## src/common/acc_pkg.sv

```systemverilog
// constants and carrier types for the aux and current converter control block
// assumes one 250 MHz clock and synchronous active-high reset in every user
//
// Notes on behaviour
// - start command captures mode, selections, settle option, cell count, pin configs.
// - setting changes wait for a fresh start command to take effect.
// - single run mode performs one round-robin cycle then stops itself.
// - continuous mode cycles until stop code plus start command.
// - eight-cycle mode runs eight round-robin cycles then stops.
// - running flag shows whether a run is in progress; it stays set while waiting for alignment and while frozen in sleep.
// - misc ready flag sets once all misc inputs converted since start.
// - balance ready flag sets once every selected balance channel converted.
// - pin ready flag sets after all pin slots visited; inactive results dropped.
// - aux converter runs only in active mode; sleep freezes, keeps state.
// - wake without reset resumes aux converter from retained state.
// - alignment enabled moves balance slot 5 to match main slot of cell.
// - alignment disabled fixes balance slot to main slot 12 (cell 8).
// - two-bit decimation pick sets current conversion length.
// - current converter starts and stops with the main converter bits.
// - current result is 24-bit two's complement in high, mid, low bytes.
// - after settle, first conversion full period, later ones one third.
// - ready pin option drives first pin low per conversion, high on high read.
// - one pin input per round-robin cycle, eight cycles for all pins.
// - balance result holds default unless locked to one active channel, after settle.
// - channels above highest active channel are skipped.
// - non-converter pins keep their slot but are ignored.
package acc_pkg;

  // ==========================================
  // run modes and slot layout
  localparam logic [1:0] RUN_STOP = 2'h0;
  localparam logic [1:0] RUN_SINGLE = 2'h1;
  localparam logic [1:0] RUN_CONT = 2'h2;
  localparam logic [1:0] RUN_EIGHT = 2'h3;
  localparam logic [3:0] SLOT_DIE = 4'h0;
  localparam logic [3:0] SLOT_BAL = 4'h5;
  localparam logic [3:0] SLOT_PIN = 4'h6;
  localparam logic [3:0] SLOT_LAST = 4'hF;
  localparam logic [3:0] MAIN_SLOT_CELL8 = 4'hC;
  localparam logic [3:0] MAIN_SLOT_CELL1 = 4'h4;
  localparam logic [2:0] PIN_LAST = 3'h7;
  localparam logic [4:0] SEL_ALL = 5'h00;
  localparam logic [4:0] SEL_CURRENT = 5'h01;
  localparam logic [15:0] BAL_DEFAULT = 16'h8000;
  localparam logic [2:0] CYCLES_EIGHT = 3'h7;

  // ==========================================
  // timing
  localparam int CLK_MHZ = 250;
  localparam int SLOT_NS = 8;
  localparam logic [7:0] SLOT_CYC = 8'((SLOT_NS * CLK_MHZ + 999) / 1000);
  localparam int SETTLE0_US = 4300;
  localparam int SETTLE1_US = 2300;
  localparam int SETTLE2_US = 1300;
  localparam int CS_SETTLE_NS = 1000;
  localparam logic [23:0] CS_SETTLE_CYC = 24'((CS_SETTLE_NS * CLK_MHZ + 999) / 1000);
  localparam int CS_CONV_BASE_CYC = 768;

  // ==========================================
  // carriers
  typedef struct packed {
    logic [1:0] run_sel;
    logic [4:0] bal_pick;
    logic [1:0] settle_pick;
    logic [3:0] pin_pick;
    logic [3:0] highest_active_channel;
    logic [7:0] pin_is_input;
  } acc_aux_cfg_t;

  typedef struct packed {
    logic misc_results_ready;
    logic balance_results_ready;
    logic pin_results_ready;
    logic running;
  } acc_aux_stat_t;

endpackage : acc_pkg

```

## src/hdl/acc_current.sv

```systemverilog
// current converter sequencer: settle, full first conversion, then thirds
// assumes start/stop come from the main converter control bits
module acc_current (
  input wire logic clk,
  input wire logic srst,
  input wire logic main_go,
  input wire logic main_stop,
  input wire logic [1:0] current_decimation_pick,
  input wire logic [23:0] conv_sample,
  input wire logic high_byte_read,
  input wire logic cs_ready_pin_en,
  output logic [7:0] current_result_high,
  output logic [7:0] current_result_mid,
  output logic [7:0] current_result_low,
  output logic conv_done,
  output logic cs_running,
  output logic ready_pin_low
);
  typedef enum logic [1:0] {
    CS_IDLE = 2'b00,
    CS_SETTLE = 2'b01,
    CS_FIRST = 2'b10,
    CS_NEXT = 2'b11
  } acc_cs_state_t;

  typedef struct packed {
    acc_cs_state_t st;
    logic [23:0] cnt;
    logic [23:0] res;
    logic done;
    logic pin_low;
  } acc_cs_t;

  acc_cs_t s_q, s_d;
  logic [23:0] full_cyc;
  logic [23:0] third_cyc;

  // smaller pick, shorter conversion
  assign full_cyc = 24'(acc_pkg::CS_CONV_BASE_CYC << current_decimation_pick);
  assign third_cyc = 24'(full_cyc / 24'd3);

  always_comb begin
    s_d = s_q;
    s_d.done = 1'b0;
    case (s_q.st)
      CS_IDLE: begin
        if (main_go) begin
          s_d.st = CS_SETTLE;
          s_d.cnt = acc_pkg::CS_SETTLE_CYC;
        end
      end
      CS_SETTLE: begin
        if (s_q.cnt <= 24'd1) begin
          s_d.st = CS_FIRST;
          s_d.cnt = full_cyc;
        end else begin
          s_d.cnt = s_q.cnt - 24'd1;
        end
      end
      CS_FIRST, CS_NEXT: begin
        if (s_q.cnt <= 24'd1) begin
          s_d.st = CS_NEXT;
          s_d.cnt = third_cyc;
          s_d.res = conv_sample;
          s_d.done = 1'b1;
        end else begin
          s_d.cnt = s_q.cnt - 24'd1;
        end
      end
      default: s_d.st = CS_IDLE;
    endcase
    if (main_stop) begin
      s_d.st = CS_IDLE;
    end
    // release on high read, but a fresh result in the same cycle wins
    if (high_byte_read) begin
      s_d.pin_low = 1'b0;
    end
    if (s_d.done && cs_ready_pin_en) begin
      s_d.pin_low = 1'b1;
    end
  end

  always_ff @(posedge clk) begin
    if (srst) begin
      s_q <= '0;
    end else begin
      s_q <= s_d;
    end
  end

  assign current_result_high = s_q.res[23:16];
  assign current_result_mid = s_q.res[15:8];
  assign current_result_low = s_q.res[7:0];
  assign conv_done = s_q.done;
  assign cs_running = (s_q.st != CS_IDLE);
  assign ready_pin_low = s_q.pin_low;
endmodule : acc_current

```

## src/hdl/acc_aux_control.sv

```systemverilog
// aux converter round-robin sequencer with the current converter beside it
// assumes inputs synchronous to clk; slot strobe slot_strobe goes to the analog side
module acc_aux_control (
  input wire logic clk,
  input wire logic srst,
  input wire logic aux_go,
  input wire acc_pkg::acc_aux_cfg_t aux_cfg,
  input wire logic sleep_mode,
  input wire logic align_disable,
  input wire logic [3:0] main_cell_target,
  input wire logic [3:0] main_slot,
  input wire logic main_slot_strobe,
  input wire logic [15:0] bal_sample,
  input wire logic main_go,
  input wire logic main_stop,
  input wire logic [1:0] current_decimation_pick,
  input wire logic [23:0] current_sample,
  input wire logic high_byte_read,
  input wire logic cs_ready_pin_en,
  output acc_pkg::acc_aux_stat_t aux_stat,
  output logic [3:0] aux_slot,
  output logic slot_strobe,
  output logic [4:0] bal_channel_now,
  output logic [2:0] pin_now,
  output logic pin_result_keep,
  output logic [15:0] balance_result,
  output logic [7:0] current_result_high,
  output logic [7:0] current_result_mid,
  output logic [7:0] current_result_low,
  output logic current_done,
  output logic current_running,
  output logic first_pin_input_low
);
  // ==========================================
  // state
  typedef enum logic [1:0] {
    AX_IDLE = 2'b00,
    AX_WAIT_ALIGN = 2'b01,
    AX_RUN = 2'b10
  } acc_ax_state_t;

  typedef struct packed {
    acc_ax_state_t st;
    acc_pkg::acc_aux_cfg_t cfg;
    logic [3:0] slot;
    logic [7:0] tick;
    logic [2:0] cycles;
    logic [2:0] pin;
    logic [4:0] bal;
    logic [23:0] settle;
    logic [15:0] bal_res;
    logic [16:0] bal_seen;
    logic misc_rdy;
    logic bal_rdy;
    logic pin_rdy;
    logic strobe;
    logic keep;
  } acc_ax_t;

  acc_ax_t s_q, s_d;
  logic [23:0] settle_cyc;
  logic [3:0] align_slot;
  logic bal_locked;
  logic bal_lock_valid;
  logic [16:0] bal_need;
  logic cycle_end;
  logic [4:0] bal_next;

  // ==========================================
  // derived terms
  // a start must use the settle option it captures, not the one held from before
  always_comb begin
    case (aux_go ? aux_cfg.settle_pick : s_q.cfg.settle_pick)
      2'h1: settle_cyc = 24'(acc_pkg::SETTLE1_US * acc_pkg::CLK_MHZ);
      2'h2: settle_cyc = 24'(acc_pkg::SETTLE2_US * acc_pkg::CLK_MHZ);
      default: settle_cyc = 24'(acc_pkg::SETTLE0_US * acc_pkg::CLK_MHZ);
    endcase
  end

  // slot 5 must meet the main slot of the wanted cell
  assign align_slot = align_disable ? acc_pkg::MAIN_SLOT_CELL8
                    : 4'(acc_pkg::MAIN_SLOT_CELL1 + main_cell_target);

  assign bal_locked = (s_q.cfg.bal_pick != acc_pkg::SEL_ALL);
  // pick n locks to channel n-1; 1 is the current channel
  assign bal_lock_valid = bal_locked && (s_q.cfg.bal_pick == acc_pkg::SEL_CURRENT
                          || (s_q.cfg.bal_pick - 5'd1) <= {1'b0, s_q.cfg.highest_active_channel});

  // bit 0 stands for current channel, bits 1..16 for balance channels
  genvar gi;
  generate
    for (gi = 0; gi < 17; gi++) begin : g_need
      if (gi == 0) begin : g_cur
        assign bal_need[gi] = (s_q.cfg.bal_pick == acc_pkg::SEL_ALL) || (s_q.cfg.bal_pick == acc_pkg::SEL_CURRENT);
      end else begin : g_cell
        assign bal_need[gi] = (gi <= 32'(s_q.cfg.highest_active_channel))
                              && (!bal_locked || 32'(s_q.cfg.bal_pick) == gi + 1);
      end
    end
  endgenerate

  // next wanted balance channel, wrapping, skipping inactive ones
  always_comb begin
    logic [4:0] c;
    c = s_q.bal;
    bal_next = s_q.bal;
    for (int k = 0; k < 17; k++) begin
      c = (c >= 5'd16) ? 5'd0 : 5'(c + 5'd1);
      if (bal_need[c] && bal_next == s_q.bal) begin
        bal_next = c;
      end
    end
  end

  assign cycle_end = (s_q.slot == acc_pkg::SLOT_LAST) && (s_q.tick == 8'd0);

  // ==========================================
  // sequencer
  always_comb begin
    s_d = s_q;
    s_d.strobe = 1'b0;
    s_d.keep = 1'b0;
    if (aux_go) begin
      s_d.cfg = aux_cfg;
      s_d.misc_rdy = 1'b0;
      s_d.bal_rdy = 1'b0;
      s_d.pin_rdy = 1'b0;
      s_d.bal_seen = '0;
      s_d.slot = acc_pkg::SLOT_DIE;
      s_d.tick = acc_pkg::SLOT_CYC;
      s_d.cycles = 3'h0;
      s_d.pin = 3'h0;
      // a locked pick never advances, so it must start on its own channel
      s_d.bal = (aux_cfg.bal_pick > acc_pkg::SEL_CURRENT && aux_cfg.bal_pick <= 5'd17)
                ? 5'(aux_cfg.bal_pick - 5'd1) : 5'd0;
      s_d.settle = settle_cyc;
      s_d.bal_res = acc_pkg::BAL_DEFAULT;
      s_d.st = (aux_cfg.run_sel == acc_pkg::RUN_STOP) ? AX_IDLE : AX_WAIT_ALIGN;
    end else if (sleep_mode) begin
      s_d = s_q; // frozen, state kept for wake
      s_d.strobe = 1'b0;
      s_d.keep = 1'b0;
    end else begin
      case (s_q.st)
        AX_IDLE: begin
        end
        AX_WAIT_ALIGN: begin
          // die temperature slot starts so that slot 5 lands on the main target
          if (main_slot_strobe && main_slot == 4'(align_slot - acc_pkg::SLOT_BAL)) begin
            s_d.st = AX_RUN;
            s_d.strobe = 1'b1;
          end
        end
        AX_RUN: begin
          if (s_q.settle != 24'd0) begin
            s_d.settle = s_q.settle - 24'd1;
          end
          if (s_q.tick != 8'd0) begin
            s_d.tick = s_q.tick - 8'd1;
          end else begin
            s_d.tick = acc_pkg::SLOT_CYC;
            s_d.slot = 4'(s_q.slot + 4'd1);
            s_d.strobe = 1'b1;
            if (s_q.slot == acc_pkg::SLOT_BAL && s_q.settle == 24'd0) begin
              s_d.bal_seen[s_q.bal] = 1'b1;
              if (bal_lock_valid) begin
                s_d.bal_res = bal_sample;
              end
              if (!bal_locked) begin
                s_d.bal = bal_next;
                s_d.settle = settle_cyc;
              end
            end
            if (s_q.slot == acc_pkg::SLOT_PIN) begin
              s_d.keep = s_q.cfg.pin_is_input[s_q.pin];
            end
          end
          if (cycle_end) begin
            s_d.misc_rdy = 1'b1;
            s_d.pin = 3'(s_q.pin + 3'd1);
            s_d.cycles = 3'(s_q.cycles + 3'd1);
            if (s_q.pin == acc_pkg::PIN_LAST) begin
              s_d.pin_rdy = 1'b1;
            end
            if (s_q.cfg.run_sel == acc_pkg::RUN_SINGLE) begin
              s_d.st = AX_IDLE;
            end
            if (s_q.cfg.run_sel == acc_pkg::RUN_EIGHT && s_q.cycles == acc_pkg::CYCLES_EIGHT) begin
              s_d.st = AX_IDLE;
            end
          end
        end
        default: s_d.st = AX_IDLE;
      endcase
      if ((s_d.bal_seen & bal_need) == bal_need && bal_need != '0) begin
        s_d.bal_rdy = 1'b1;
      end
    end
  end

  always_ff @(posedge clk) begin
    if (srst) begin
      s_q <= '0;
      s_q.bal_res <= acc_pkg::BAL_DEFAULT;
    end else begin
      s_q <= s_d;
    end
  end

  // ==========================================
  // outputs
  assign aux_stat.running = (s_q.st != AX_IDLE);
  assign aux_stat.misc_results_ready = s_q.misc_rdy;
  assign aux_stat.balance_results_ready = s_q.bal_rdy;
  assign aux_stat.pin_results_ready = s_q.pin_rdy;
  assign aux_slot = s_q.slot;
  assign slot_strobe = s_q.strobe;
  assign bal_channel_now = s_q.bal;
  assign pin_now = s_q.pin;
  assign pin_result_keep = s_q.keep;
  assign balance_result = s_q.bal_res;

  acc_current u_current (
    .clk(clk),
    .srst(srst),
    .main_go(main_go),
    .main_stop(main_stop),
    .current_decimation_pick(current_decimation_pick),
    .conv_sample(current_sample),
    .high_byte_read(high_byte_read),
    .cs_ready_pin_en(cs_ready_pin_en),
    .current_result_high(current_result_high),
    .current_result_mid(current_result_mid),
    .current_result_low(current_result_low),
    .conv_done(current_done),
    .cs_running(current_running),
    .ready_pin_low(first_pin_input_low)
  );
endmodule : acc_aux_control

```

## config.mk

```make
export PLATFORM = sky130hd
export DESIGN_NAME = acc_aux_control
export DESIGN_NICKNAME = d
export VERILOG_FILES = /design/src/common/acc_pkg.sv /design/src/hdl/acc_current.sv /design/src/hdl/acc_aux_control.sv
export SDC_FILE = /design/constraint.sdc
export NUM_CORES = 1
export LEC_CHECK = 0
export ABC_CLOCK_PERIOD_IN_PS = 16400
export BUFFER_PORTS_ARGS = -buffer_cell sky130_fd_sc_hd__buf_2
export CAP_MARGIN = 30
export CORE_ASPECT_RATIO = 0.5
export CORE_MARGIN = 2
export CORE_UTILIZATION = 63
export CTS_CLUSTER_DIAMETER = 30
export DETAILED_ROUTE_END_ITERATION = 10
export PLACE_DENSITY = 0.83
export RECOVER_POWER = 50
export SLEW_MARGIN = 20
export SYNTH_ARGS = -nofsm -noshare
export SYNTH_HDL_FRONTEND = slang
export SYNTH_HIERARCHICAL = 1
export SYNTH_SLANG_ARGS = --single-unit
```

## constraint.sdc

```tcl
create_clock -name clk -period 16.4 [get_ports clk]
set_clock_uncertainty 0.05 [all_clocks]
set_input_delay 3.28 -clock clk [delete_from_list [all_inputs] [get_ports clk]]
set_output_delay 3.28 -clock clk [all_outputs]
set_load 0.02 [all_outputs]
```

Yosys cells after proc, flatten, opt, wreduce, memory -nomap -nowiden
Cells that the tools add are included.
W data, S select, Z words.
{ "word_totals": {"register_bits": 164, "latch_bits": 0, "ram_bits": 0, "rom_bits": 0, "input_bits": 85, "out_inout_bits": 61, "memories": 0} }
{ "op_classes": {"addsub": 27, "multipliers": 0, "div": 1, "magnitude_cmp": 56, "eq_ne": 59, "shift": 1, "n_mux": 116, "bitwise": 5, "reduce_logical": 93} }
{ "op_table": {"columns": ["op", "n"], "rows": [
  ["$mux W81", 3],
  ["$mux W5", 35],
  ["$mux W62", 2],
  ["$mux W110", 1],
  ["$lt A5 B6 Y1 const B", 18],
  ["$add A5 B1 Y5 const B", 17],
  ["$bmux W1 S5", 17],
  ["$ge A5 B5 Y1 const B", 17],
  ["$mux W85", 1],
  ["$eq A5 B5 Y1", 16],
  ["$pmux W26 S3", 1],
  ["$mux W24", 3],
  ["$sub A24 B1 Y24 const B", 2],
  ["$pmux W21 S2", 1],
  ["$eq A5 B4 Y1 const B", 8],
  ["$logic_and A1 B1 Y1", 40],
  ["$le A4 B4 Y1 const A", 8],
  ["$mux W1", 32],
  ["$mux W29", 1],
  ["$mux W26", 1],
  ["$div A24 B2 Y24 const B", 1],
  ["$le A24 B1 Y1 const B", 1],
  ["$logic_not A24 Y1", 1],
  ["$reduce_bool A24 Y1", 1],
  ["other kinds (59)", 130]
]} }

Depth between registers and ports, before layout
{ "depth": {"depth_word": 67, "ltp_mapped": 76, "depth_no_buf": 62} }

Cells and area by module
The synthesis kept the hierarchy.
{ "by_module_without_submodules": {"columns": ["mod", "n_inst", "cells_each", "area_per_inst_um2"], "rows": [
  ["acc_aux_control", 1, 1982, 13929.6],
  ["acc_current", 1, 549, 4020.1]
]} }

Worst setup path before layout
No wires, ideal clock.
{ "synth_timing": {"path_kind": "register -> register", "startpoint": "register s_q (netlist bit bal_channel_now[1])", "endpoint": "register s_q (netlist bit bal_channel_now[1])", "setup_ns": 0.076, "t_arrival_ns": 14.976, "required_time_ns": 16.274, "path_slack_ns": 1.298, "path_stages_with_launch": 67, "period_less_slack_ns": 15.102, "path_cell_list": "dfxtp_1 > buf_2 > clkinv_1 > buf_1 > ha_1 > clkbuf_1 > nand2_1 > inv_1 > ha_1 > buf_2 > nor2b_1 > and2_1 > a21oi_1 > nor2_1 > nand2_1 > inv_1 > ha_1 > nand2_1 > (+31 left out) > a211o_1 > a221oi_2 > a2bb2oi_2 > or2_1 > nor3_1 > a21oi_1 > a2111o_1 > or3_4 > a21oi_4 > mux2_2 > a211o_1 > a2111oi_2 > o221ai_2 > nor2_4 > o2111ai_1 > a311oi_4 > mux2_1 > o22ai_1"} }
{ "synth_via": {"elab_chain_cells": 61} }
{ "synth_rtl": {"columns": ["item", "line_no", "source"], "rows": [
  ["start, declared", "acc_aux_control.sv:60", "acc_ax_t s_q, s_d;"],
  ["branches (longest 52 deep; another with $add A5 B1 Y5)", null, null],
  ["$mux W5 (*)", "acc_aux_control.sv:109", "if (bal_need[c] && bal_next == s_q.bal) begin"],
  ["$mux W29 (*)", "acc_aux_control.sv:169", "if (!bal_locked) begin"],
  ["$mux W62 (*)", "acc_aux_control.sv:164", "if (s_q.slot == acc_pkg::SLOT_BAL && s_q.settle == 24'd0) begin"],
  ["$mux W62 (*)", "acc_aux_control.sv:158", "if (s_q.tick != 8'd0) begin"],
  ["$mux W81 (*)", "acc_aux_control.sv:144", "case (s_q.st)"],
  ["$mux W81 (*)", "acc_aux_control.sv:139", "end else if (sleep_mode) begin"],
  ["$mux W81 (*)", "acc_aux_control.sv:123", "if (aux_go) begin"],
  ["$mux W85 (*)", "acc_aux_control.sv:139", null],
  ["$mux W110 (*)", "acc_aux_control.sv:123", null]
]} }
Mark *: on every way between the ends. The select of a mux whose other input is x is not followed.
A chain may end at the register's enable or synchronous reset.

Final worst setup path
Same ends and word-level chain as after synthesis.

==> out/results.txt <==
failing checks: capacitance limit, slew limit
Reg-to-Reg End: bal_channel_now[1]$_SDFFE_PP0P_
Antenna Cells: 0
ys async rst share: 0%
final max-slew violation count: 47
most frequent CP cell: ha_1
Final Hold Fails: 0
# setup viols final: 0
Worst Setup End Kind: flip-flop
largest net degree at the start of global routing: 62
synthesized flop and latch total: 159
Fin Setup TNS: 0 ns
drt pass-1 iters: 8
MaxCap Viol Count: 1
f_max: 64.10 MHz
worst hold path endpoint: balance_result[12]$_SDFFE_PP0P_
detailed-placement wirelength estimate: 39.04 mm
top cells by area, synth: dfxtp_1, nor2_1, nand2_1
clk root buf: clkbuf_16
via count: 19570
CTS H-tree lvls: 4
Avg WL per Cell: 19.06 µm
unique cell type count in the Yosys netlist: 126
Ports: 146
worst skew pair latency: 0.43 ns
# clock sinks: 159
post-layout util: 68.68%
status: finished with violations
fin crit period: 15.60 ns
min-delay src: balance_result[12]$_SDFFE_PP0P_
top post-synthesis cells by count: nor2_1, nand2_1, a21oi_1
GRT overflow: 0
number of flops mapped to enable cells by yosys: 0
Avg Cell Area, Syn: 7.092 µm²
Initial Util: 64.41%
core area: 0.02787 mm²
vias per cell: 6.691
CTS tree: yes
element type at the critical path start: flip-flop
fin crit share: 95.12%
Synth Flop Type: dfxtp_1
Final ANT Viol Nets: 0
cell taking the most area after synthesis: dfxtp_1
r2r worst-path depth: 53
Die ar.: 0.02994 mm²
first-pass GRT wire length: 88.26 mm
worst reg-to-reg setup slack: 0.80 ns
clock buffer depth: 2
number of global-route vias before repair: 17750
Initial DRC Count: 2053
Hold Path Stages: 2
crit path DAT: 15.90 ns
layout cells sized above 1: 12.78%
Die W: 242.7 µm
RSZ-0062 raised after global routing: false
gp weighted congestion: 1.010
# DRC: 0
worst-path fanout max: 23
Crit Path Category: reg -> reg
TritonCTS buffer count: 17
Port Buf Inserts: 141
syn_nets: 2694
filler instances: 2413
gate count of the mapped netlist: 2531
Slew Limit Headroom: -32.52%
Yosys warning count: 6
GRT Total Usage: 35.49%
final WL: 55.75 mm
top cell type's share of synthesized area: 17.73%
CP Data Required Time: 16.70 ns
Area Growth Syn to Fin: 6.636%
initial antenna violation count: 0
sequential area share after synthesis: 17.73%
Hold Crit Class: reg -> reg
Core Rows: 43
Layout Nets: 2693
crit-path max cell delay: 0.50 ns
Max stage delay cell, worst path: or3_1
clock-pin slew on the worst setup and hold paths: 0.07 ns
Worst-Margin Slew: 1.988 ns
Critical R2R Launch: bal_channel_now[1]$_SDFFE_PP0P_
die height: 123.4 µm
most frequent cell after synthesis: nor2_1
synthesized area: 0.01795 mm²
==> flip-flops by register name, indices dropped and copies added (netlist names) <==
name	flops
aux_slot	4
s_q	74
u_current/current_result_high	8
pin_now	3
u_current/current_result_low	8
pin_result_keep	1
u_current/s_q	26
balance_result	16
u_current/ready_pin_low	1
u_current/current_result_mid	8
aux_stat	3
slot_strobe	1
u_current/conv_done	1
bal_channel_now	5
==> metal layers <==
layer | part of all wire [%] | up-vias | global-route usage, %
met1 | 40 | 9013 | 45.03
met4 | 3.8 | 0 | 14.92
met3 | 9.9 | 223 | 6.512
met2 | 46 | 1076 | 60.06
li1 | - | 9258 | -
met5 | 0 | - | 0
==> what timing repair did <==
| item | in CTS | in global routing |
|---|---|---|
| hold buffers | 0 | 0 |
| buffers inserted | 0 | 1 |
| resized for setup | 0 | 24 |
| endpoints found under the setup margin | 0 | 4 |
==> kinds of logic (layout without fill, tap and decap cells) <==
group,Yosys count,count (layout),synth area share (%)
simple gates,1033,1033,27.82
compound gates,746,746,29.15
buf+inv,314,326,8.149
flops,159,159,17.73
mux,109,109,6.901
xor+xnor,91,91,4.789
fa+ha+maj,78,78,5.437
other cells,1,1,0.02089
==> critical path, delay by kind of cell (launching register included) <==
kind / cells / cell delay, ns
AOI/OAI and AO/OA: 18 / 5.13
and+or+nand+nor: 19 / 4.95
muxes: 9 / 2.83
adders and majority gates: 5 / 1.78
buffers and inverters: 2 / 0.42
DFF: 1 / 0.31
==> worst max path at each step <==
| stage | start | end | slack [ns] | depth (start not counted) |
|---|---|---|---|---|
| 6_report | bal_channel_now[1]$_SDFFE_PP0P_ | bal_channel_now[1]$_SDFFE_PP0P_ | 0.80 | 53 |
| 5_1_grt | bal_channel_now[1]$_SDFFE_PP0P_ | bal_channel_now[1]$_SDFFE_PP0P_ | 0.06 | 53 |
| 4_1_cts | bal_channel_now[1]$_SDFFE_PP0P_ | bal_channel_now[1]$_SDFFE_PP0P_ | 0.11 | 52 |
| 3_5_place_dp | bal_channel_now[1]$_SDFFE_PP0P_ | bal_channel_now[1]$_SDFFE_PP0P_ | 0.15 | 52 |
| 3_3_place_gp | bal_channel_now[1]$_SDFFE_PP0P_ | bal_channel_now[1]$_SDFFE_PP0P_ | 0.40 | 52 |
| 2_1_floorplan | bal_channel_now[1]$_SDFFE_PP0P_ | bal_channel_now[1]$_SDFFE_PP0P_ | 1.30 | 66 |
==> cell usage in the layout (no fill, tap or decap), drive strengths merged, types with 13 or more instances in the layout <==
master | Yosys | final
a311oi | 26 | 26
and3 | 21 | 21
nand3 | 73 | 73
nand2b | 22 | 22
a211o | 18 | 18
a21oi | 200 | 200
ha | 78 | 78
nor3 | 108 | 108
o211ai | 41 | 41
xor2 | 24 | 24
nor2 | 320 | 320
dfxtp | 159 | 159
mux2 | 22 | 22
o22ai | 24 | 24
o31ai | 15 | 15
or2 | 23 | 23
nor2b | 18 | 18
a31oi | 31 | 31
buf | 93 | 153
clkbuf | 126 | 65
xnor2 | 66 | 66
nand2 | 277 | 277
a211oi | 61 | 61
or3 | 40 | 40
a2111oi | 13 | 13
and2 | 21 | 21
mux2i | 79 | 79
nor4 | 45 | 45
o21ai | 150 | 150
o221ai | 20 | 20
inv | 90 | 95
a22oi | 17 | 17
nand4 | 15 | 15
==> final cells by class <==
| class | count | area (µm²) | share of cell area, % |
|---|---|---|---|
| tap | 382 | 478.0 | 2.497 |
| multi-input combinational | 2058 | 13420 | 70.09 |
| timing repair buffer | 199 | 1092 | 5.707 |
| inverter | 95 | 365.4 | 1.909 |
| sequential | 159 | 3183 | 16.63 |
| clock inverter | 13 | 153.9 | 0.8040 |
| clock buffer | 19 | 452.9 | 2.366 |
==> stage by stage <==
stage                     area (µm²)  hold WS (ns)  setup slack, ns  instances
after floorplan                17950        0.3822            1.298       2531
after global placement         18420        0.3849           0.4008       2885
after detailed placement       18430        0.3917           0.1502       2887
after CTS                      19040        0.3988           0.1086       2919
after global routing           19140        0.4188          0.05508       2925
final                          19140        0.3998           0.7996       2925
Power is not shown: default switching activity piles up to over one toggle a cycle in this logic, so the estimate is an artifact.
